File: config.mk
export PLATFORM = sky130hd
export DESIGN_NAME = nsrac_top
export DESIGN_NICKNAME = d
export VERILOG_FILES = /design/src/design/nsrac_pkg.sv /design/src/design/nsrac_top.sv
export SDC_FILE = /design/constraint.sdc
export NUM_CORES = 1
export LEC_CHECK = 0
export ABC_AREA = 1
export BUFFER_PORTS_ARGS = -buffer_cell sky130_fd_sc_hd__buf_2
export CAP_MARGIN = 25
export CORE_UTILIZATION = 40
export DETAILED_ROUTE_END_ITERATION = 7
export PLACE_DENSITY = 0.63
export RECOVER_POWER = 50
export SKIP_CTS_REPAIR_TIMING = 1
export SLEW_MARGIN = 0
export SYNTH_ARGS = -nofsm -noshare
export SYNTH_HDL_FRONTEND = slang
export SYNTH_SLANG_ARGS = --single-unit
File: constraint.sdc
create_clock -name ref_clk -period 3.9 [get_ports ref_clk]
set_input_delay 0 -clock ref_clk [delete_from_list [all_inputs] [get_ports ref_clk]]
set_output_delay 0 -clock ref_clk [all_outputs]
set_load 0.01 [all_outputs]
File: src/design/nsrac_pkg.sv
package nsrac_pkg;

  // register offsets of the status bank
  localparam logic [7:0] ADDR_SAT_PAIR_5_6 = 8'h8D;
  localparam logic [7:0] ADDR_SAT_PAIR_7_8 = 8'h8E;
  localparam logic [7:0] ADDR_SAT_PAIR_9_10 = 8'h8F;
  localparam logic [7:0] ADDR_SAT_PAIR_11_12 = 8'h90;
  localparam logic [7:0] ADDR_RATE_OFFSET_X = 8'h91;
  localparam logic [7:0] ADDR_RATE_OFFSET_Y = 8'h92;
  localparam logic [7:0] ADDR_RATE_OFFSET_Z = 8'h93;
  localparam logic [7:0] ADDR_OFFSET_VAR_X = 8'h94;
  localparam logic [7:0] ADDR_OFFSET_VAR_Y = 8'h95;
  localparam logic [7:0] ADDR_OFFSET_VAR_Z = 8'h96;
  localparam logic [7:0] ADDR_ATTITUDE_VAR_A = 8'h97;
  localparam logic [7:0] ADDR_ATTITUDE_VAR_B = 8'h98;
  localparam logic [7:0] ADDR_ATTITUDE_VAR_C = 8'h99;
  localparam logic [7:0] ADDR_ATTITUDE_VAR_D = 8'h9A;
  localparam logic [7:0] ADDR_BANK_FIRST = ADDR_SAT_PAIR_5_6;
  localparam logic [7:0] ADDR_BANK_LAST = ADDR_ATTITUDE_VAR_D;
  localparam int BANK_WORDS = 14;
  localparam int SAT_WORDS = 4;
  localparam int EST_WORDS = 10;

  // command addresses
  localparam logic [7:0] CMD_REPORT_FIRMWARE_VERSION = 8'hAA;
  localparam logic [7:0] CMD_SAVE_SETTINGS_NONVOLATILE = 8'hAB;
  localparam logic [7:0] CMD_RESTORE_DEFAULT_SETTINGS = 8'hAC;
  localparam logic [7:0] CMD_CALIBRATE_RATE_OFFSETS = 8'hAD;
  localparam logic [7:0] CMD_CAPTURE_HOME = 8'hAE;
  localparam logic [7:0] CMD_RESTART_ESTIMATOR = 8'hB3;

  // satellite pair field positions
  localparam int SAT_HI_ID_LSB = 24;
  localparam int SAT_HI_SNR_LSB = 16;
  localparam int SAT_LO_ID_LSB = 8;
  localparam int SAT_LO_SNR_LSB = 0;

  // values after reset and reply lengths
  localparam logic [31:0] BANK_RESET = 32'h0000_0000;
  localparam logic [2:0] RSP_LEN_WORD = 3'h4;
  localparam logic [2:0] RSP_LEN_NONE = 3'h0;

  typedef struct packed {
    logic write;
    logic [7:0] addr;
    logic [31:0] data;
  } nsrac_req_t;

  typedef struct packed {
    logic [7:0] addr;
    logic [31:0] data;
    logic [2:0] len;
    logic err;
  } nsrac_rsp_t;

  // slot 0..7 stands for satellites 5..12
  typedef struct packed {
    logic [2:0] slot;
    logic [7:0] id;
    logic [7:0] signal_to_noise_value;
  } nsrac_sat_upd_t;

  // sel 0..9: rate offset x,y,z, offset var x,y,z, attitude var a..d
  typedef struct packed {
    logic [3:0] sel;
    logic [31:0] value;
  } nsrac_est_upd_t;

  typedef struct packed {
    logic save_settings_nonvolatile;
    logic restore_default_settings;
    logic calibrate_rate_offsets;
    logic capture_home;
    logic restart_estimator;
  } nsrac_cmd_t;

endpackage

File: src/design/nsrac_top.sv
`timescale 1ns/10ps

module nsrac_top #(
  parameter int RATE_W = 16,
  parameter int POS_W = 32,
  // arbitrary revision string, ascii "0000"
  parameter logic [31:0] FW_REVISION = 32'h3030_3030
) (
  input wire logic ref_clk,
  input wire logic rstn,
  input wire logic ce,
  input wire logic req_valid,
  input wire nsrac_pkg::nsrac_req_t req,
  input wire logic sat_upd_valid,
  input wire nsrac_pkg::nsrac_sat_upd_t sat_upd,
  input wire logic est_upd_valid,
  input wire nsrac_pkg::nsrac_est_upd_t est_upd,
  input wire logic [2:0][RATE_W-1:0] rate_sample,
  input wire logic [2:0][POS_W-1:0] gps_pos,
  output logic rsp_valid,
  output nsrac_pkg::nsrac_rsp_t rsp,
  output nsrac_pkg::nsrac_cmd_t cmd,
  output logic [2:0][RATE_W-1:0] rate_trim,
  output logic [2:0][POS_W-1:0] home_pos,
  output logic [2:0][POS_W-1:0] rel_pos
);

  logic [31:0] bank_reg [nsrac_pkg::BANK_WORDS];
  logic [31:0] bank_next [nsrac_pkg::BANK_WORDS];
  logic rsp_valid_reg;
  logic rsp_valid_next;
  nsrac_pkg::nsrac_rsp_t rsp_reg;
  nsrac_pkg::nsrac_rsp_t rsp_next;
  nsrac_pkg::nsrac_cmd_t cmd_reg;
  nsrac_pkg::nsrac_cmd_t cmd_next;
  logic [2:0][RATE_W-1:0] trim_reg;
  logic [2:0][RATE_W-1:0] trim_next;
  logic [2:0][POS_W-1:0] home_reg;
  logic [2:0][POS_W-1:0] home_next;
  logic [2:0][POS_W-1:0] rel_reg;
  logic [2:0][POS_W-1:0] rel_next;

  logic rd_ok;
  logic is_cmd;
  logic [7:0] rd_index;
  logic do_restore;
  logic do_restart;

  assign rd_ok = (req.addr >= nsrac_pkg::ADDR_BANK_FIRST) && (req.addr <= nsrac_pkg::ADDR_BANK_LAST);
  assign rd_index = req.addr - nsrac_pkg::ADDR_BANK_FIRST;
  assign is_cmd = (req.addr == nsrac_pkg::CMD_REPORT_FIRMWARE_VERSION) ||
                  (req.addr == nsrac_pkg::CMD_SAVE_SETTINGS_NONVOLATILE) ||
                  (req.addr == nsrac_pkg::CMD_RESTORE_DEFAULT_SETTINGS) ||
                  (req.addr == nsrac_pkg::CMD_CALIBRATE_RATE_OFFSETS) ||
                  (req.addr == nsrac_pkg::CMD_CAPTURE_HOME) ||
                  (req.addr == nsrac_pkg::CMD_RESTART_ESTIMATOR);
  assign do_restore = req_valid && !req.write && (req.addr == nsrac_pkg::CMD_RESTORE_DEFAULT_SETTINGS);
  assign do_restart = req_valid && !req.write && (req.addr == nsrac_pkg::CMD_RESTART_ESTIMATOR);

  // status words: host writes never reach them
  genvar gi;
  generate
    for (gi = 0; gi < nsrac_pkg::BANK_WORDS; gi++) begin : g_bank
      if (gi < nsrac_pkg::SAT_WORDS) begin : g_sat
        always_comb begin
          bank_next[gi] = bank_reg[gi];
          if (sat_upd_valid && (32'(sat_upd.slot) >> 1) == gi) begin
            if (!sat_upd.slot[0]) begin
              bank_next[gi][nsrac_pkg::SAT_HI_ID_LSB +: 8] = sat_upd.id;
              bank_next[gi][nsrac_pkg::SAT_HI_SNR_LSB +: 8] = sat_upd.signal_to_noise_value;
            end else begin
              bank_next[gi][nsrac_pkg::SAT_LO_ID_LSB +: 8] = sat_upd.id;
              bank_next[gi][nsrac_pkg::SAT_LO_SNR_LSB +: 8] = sat_upd.signal_to_noise_value;
            end
          end
        end
      end else begin : g_est
        always_comb begin
          bank_next[gi] = bank_reg[gi];
          // restart wins: the estimator starts from clean state that cycle
          if (do_restart) begin
            bank_next[gi] = nsrac_pkg::BANK_RESET;
          end else if (est_upd_valid && 32'(est_upd.sel) + nsrac_pkg::SAT_WORDS == gi) begin
            bank_next[gi] = est_upd.value;
          end
        end
      end

      always_ff @(posedge ref_clk) begin
        if (!rstn) begin
          bank_reg[gi] <= nsrac_pkg::BANK_RESET;
        end else if (ce) begin
          bank_reg[gi] <= bank_next[gi];
        end
      end
    end
  endgenerate

  // request decode and reply
  always_comb begin
    rsp_valid_next = 1'b0;
    rsp_next = rsp_reg;
    cmd_next = '0;
    if (req_valid) begin
      rsp_valid_next = 1'b1;
      rsp_next.addr = req.addr;
      rsp_next.data = 32'h0000_0000;
      rsp_next.len = nsrac_pkg::RSP_LEN_NONE;
      rsp_next.err = 1'b0;
      if (req.write) begin
        rsp_next.err = 1'b1;
      end else if (rd_ok) begin
        rsp_next.data = bank_reg[rd_index[3:0]];
        rsp_next.len = nsrac_pkg::RSP_LEN_WORD;
      end else if (req.addr == nsrac_pkg::CMD_REPORT_FIRMWARE_VERSION) begin
        rsp_next.data = FW_REVISION;
        rsp_next.len = nsrac_pkg::RSP_LEN_WORD;
      end else if (!is_cmd) begin
        rsp_next.err = 1'b1;
      end
      if (!req.write) begin
        cmd_next.save_settings_nonvolatile = req.addr == nsrac_pkg::CMD_SAVE_SETTINGS_NONVOLATILE;
        cmd_next.restore_default_settings = do_restore;
        cmd_next.calibrate_rate_offsets = req.addr == nsrac_pkg::CMD_CALIBRATE_RATE_OFFSETS;
        cmd_next.capture_home = req.addr == nsrac_pkg::CMD_CAPTURE_HOME;
        cmd_next.restart_estimator = do_restart;
      end
    end
  end

  always_ff @(posedge ref_clk) begin
    if (!rstn) begin
      rsp_valid_reg <= 1'b0;
      rsp_reg <= '0;
      cmd_reg <= '0;
    end else if (ce) begin
      rsp_valid_reg <= rsp_valid_next;
      rsp_reg <= rsp_next;
      cmd_reg <= cmd_next;
    end
  end

  // per-axis trim, home and relative position
  generate
    for (gi = 0; gi < 3; gi++) begin : g_axis
      always_comb begin
        trim_next[gi] = trim_reg[gi];
        home_next[gi] = home_reg[gi];
        if (do_restore) begin
          trim_next[gi] = '0;
          home_next[gi] = '0;
        end else if (req_valid && !req.write) begin
          if (req.addr == nsrac_pkg::CMD_CALIBRATE_RATE_OFFSETS) begin
            trim_next[gi] = RATE_W'(-rate_sample[gi]);
          end
          if (req.addr == nsrac_pkg::CMD_CAPTURE_HOME) begin
            home_next[gi] = gps_pos[gi];
          end
        end
        // lags the home capture by one cycle; fine for a slowly moving fix
        rel_next[gi] = POS_W'(gps_pos[gi] - home_reg[gi]);
      end

      always_ff @(posedge ref_clk) begin
        if (!rstn) begin
          trim_reg[gi] <= '0;
          home_reg[gi] <= '0;
          rel_reg[gi] <= '0;
        end else if (ce) begin
          trim_reg[gi] <= trim_next[gi];
          home_reg[gi] <= home_next[gi];
          rel_reg[gi] <= rel_next[gi];
        end
      end
    end
  endgenerate

  assign rsp_valid = rsp_valid_reg;
  assign rsp = rsp_reg;
  assign cmd = cmd_reg;
  assign rate_trim = trim_reg;
  assign home_pos = home_reg;
  assign rel_pos = rel_reg;

endmodule // nsrac_top

==> metrics.md <==
| Metric | Value |
|---|---|
| Status | `complete, but fails checks` |
| Failing checks | `negative hold slack` |
| Main synth FF type | `edfxtp_1` |
| Die height | `319.9 um` |
| RSZ-0062 raised after global routing | `false` |
| Remaining DRCs | `0` |
| Total stage count of the critical path | `9` |
| Startpoint Class | `input pin` |
| Hold Path Class | `input pin to flip-flop` |
| Maximum VDD drop | `0.3003 mV` |
| CTS tree | `yes` |
| CP peak stage delay | `0.80 ns` |
| Initial antenna violation count | `11` |
| Final critical-path share of the clock period | `0.8119` |
| Ys async rst share | `0` |
| CP delay by family, top | `simple AND/OR/NAND/NOR gates` |
| Post-synth top area share | `0.3328` |
| Syn Area/Cell | `7.214 sq um` |
| Detailed-route via count | `37880` |
| Clk buf depth | `3` |
| Worst Max-Slew Pin Slew | `1.467 ns` |
| Fin Hold WS | `-0.02169 ns` |
| Wire length per cell | `18.48 um` |
| Largest net degree at the start of global routing | `184` |
| Area of the core | `100100 sq um` |
| Synth cell types | `41` |
| Fin crit period | `3.167 ns` |
| R2R depth | `11` |
| Post-synthesis sequential area ratio | `0.4754` |
| TritonCTS Buffers | `85` |
| Post-Synth XOR/XNOR Area | `0.01015` |
| CP max-delay cell | `nor2_4` |
| WP buf/inv | `3` |
| Total gr overflow | `0` |
| Hold Path Stages | `4` |
| Final count of hold timing violations | `10` |
| Largest family of logic cells by synthesized area | `simple AND/OR/NAND/NOR gates` |
| Clock skew | `0.04450 ns` |
| Rows | `116` |
| Fin nets | `6617` |
| Synth Area in Simple Gates | `0.2995` |
| Cell Pwr Density | `396.3 nW/um^2` |
| Critical Path RT | `4.47 ns` |
| Clock tree sinks | `736` |
| Antenna Violating Nets Remaining | `0` |
| Vias/cell | `4.956` |
| Critical path type | `input pin to flip-flop` |
| Cell with the most instances after synthesis | `nand2_1` |
| Num ports | `536` |
| Post-Synth Adder-Cell Area | `0.03244` |
| Compound-cell area share of the yosys netlist | `0.05608` |
| Worst setup EP type | `flip-flop` |
| Cell count after synthesis | `5604` |
| Gpl congestion | `0.9633` |
| Final Power | `19.45 mW` |
| Mux contribution to synthesized area | `0.005942` |
| Crit Path Max Fanout | `37` |
| Headroom to the max-slew limit | `0.02205` |
| Largest register FFs | `448` |
| H-Tree Depth | `3` |
| Post-synth EDFFs | `448` |
| Buffers on Ports | `501` |
| Peak Freq | `0.3158 GHz` |
| Vias in the first global route | `33710` |
| Initial Util | `0.4037` |
| Largest area contributor in the netlist | `edfxtp_1` |
| CP Cell Sequence | `dlygate4sd3_1 > clkbuf_1 > nand2_1 > nor2_1 > nand2_1 > nor2_4 > nand3_1 > dlygate4sd3_1 > a21oi_1` |
| Overall routed net length | `141200 um` |
| Die X | `319.9 um` |
| Arr. time, crit path | `3.74 ns` |
| Reg2reg setup slack | `1.38 ns` |
| Clk slew on worst S/H paths | `0.06 ns` |
| Global-route wire length before repair | `204400 um` |
| Dominant cells by area after synthesis | `edfxtp_1 33%, nand2_1 19%, dfxtp_1 14%, inv_1 9.3%, nand3_1 5.6%` |
| HPWL Detailed | `96490 um` |
| Max-cap violations | `0` |
| Final Max Slew Viols | `0` |
| Post-route setup TNS | `0 ns` |
| Leak | `24.35 nW` |
| Final Util | `0.4900` |
| Ys Warns | `0` |
| Mapped Area | `40430 sq um` |
| DR iter-0 viols | `3443` |
| Area grow syn2layout | `21.38%` |
| Layout cell share with drive strength beyond 1 | `0.06800` |
| Gr usage total | `0.2628` |
| Fill count | `9990` |
| Worst skew pair latency | `0.68 ns` |
| Initial DRT Pass Iterations | `5` |
| Commonest cells post-synth | `1998 x nand2_1, 1002 x inv_1, 465 x nor2_1, 454 x nand3_1, 448 x edfxtp_1` |
| Number of setup violations in the final report | `0` |
| Synth Register Bits | `736` |
| Root buffer cell | `clkbuf_16` |
| Total Die Area | `102300 sq um` |
## cell type report
type	count	area, sq um	area share
Timing Repair Buffer	799	5099	0.1039
Antenna cell	7	17.52	0.0003570
Inverter	1040	3913	0.07973
Clock buffer	123	2411	0.04914
Sequential cell	736	19220	0.3917
Clock inverter	34	382.9	0.007803
Tap cell	1298	1624	0.03310
Multi-Input combinational cell	3606	16400	0.3343
## worst min-delay path: stages
cell     delay, ns
buf_2         0.09
nand2_1       0.31
nand2_1       0.15
a21oi_1       0.05
## path summary, 6_finish.rpt
check           startpoint            end
max                     ce  rate_trim[31]
min reg2reg  rate_trim[17]  rate_trim[17]
min              req_valid         rsp[8]
max reg2reg   home_pos[32]    rel_pos[48]
## power breakdown
group	internal (mW)	leakage (nW)	switching, mW
Combinational	0.863	16.4	1.81
Sequential	8.61	6.61	0.142
Clock	4.60	1.36	3.43
## per-layer routing
metal / up-vias / track usage / share of wire
met2: 1480 / 0.4278 / 0.45
met4: 10 / 0.1049 / 0.043
met1: 17420 / 0.3417 / 0.42
li1: 18640 / - / -
met3: 325 / 0.05211 / 0.084
met5: - / 0 / 0.00043
## cell families after synthesis
family | Yosys count
simple gates | 3011
buf+inv | 1263
flops | 736
compound gates | 420
fa+ha+maj | 103
xor+xnor | 46
mux | 24
other cells | 1
## layout by cell type (no fill, tap or decap), types with 11 or more instances in the layout
cell type and instances:
dlygate4sd3_1 248, xnor2_1 15, clkbuf_8 13, buf_2 209
nor3_1 16, nand2_1 1998, edfxtp_1 448, a21oi_1 246
clkinv_1 36, xor2_1 29, o211ai_1 53, clkbuf_1 321
nor2_1 465, o21ai_0 104, nand3b_1 11, nand3_1 454
ha_1 99, clkinv_2 17, or2_2 34, buf_4 33
mux2i_1 24, clkbuf_16 86, dfxtp_1 288, nand4_1 18
inv_1 1001
## per-stage QoR
stage | hold WS (ns) | worst slack (ns) | instance area, sq um | std cells
2_1_floorplan | 0.1472 | 1.836 | 40430 | 5605
3_3_place_gp | 0.2680 | 1.202 | 44180 | 7231
3_5_place_dp | 0.2706 | 1.135 | 44180 | 7231
4_1_cts | -0.4537 | 1.443 | 46980 | 7388
5_1_grt | 0.01554 | 0.4664 | 49060 | 7640
6_report | -0.02169 | 0.7335 | 49070 | 7643
Note: power is estimated with default switching activity, not from simulation.
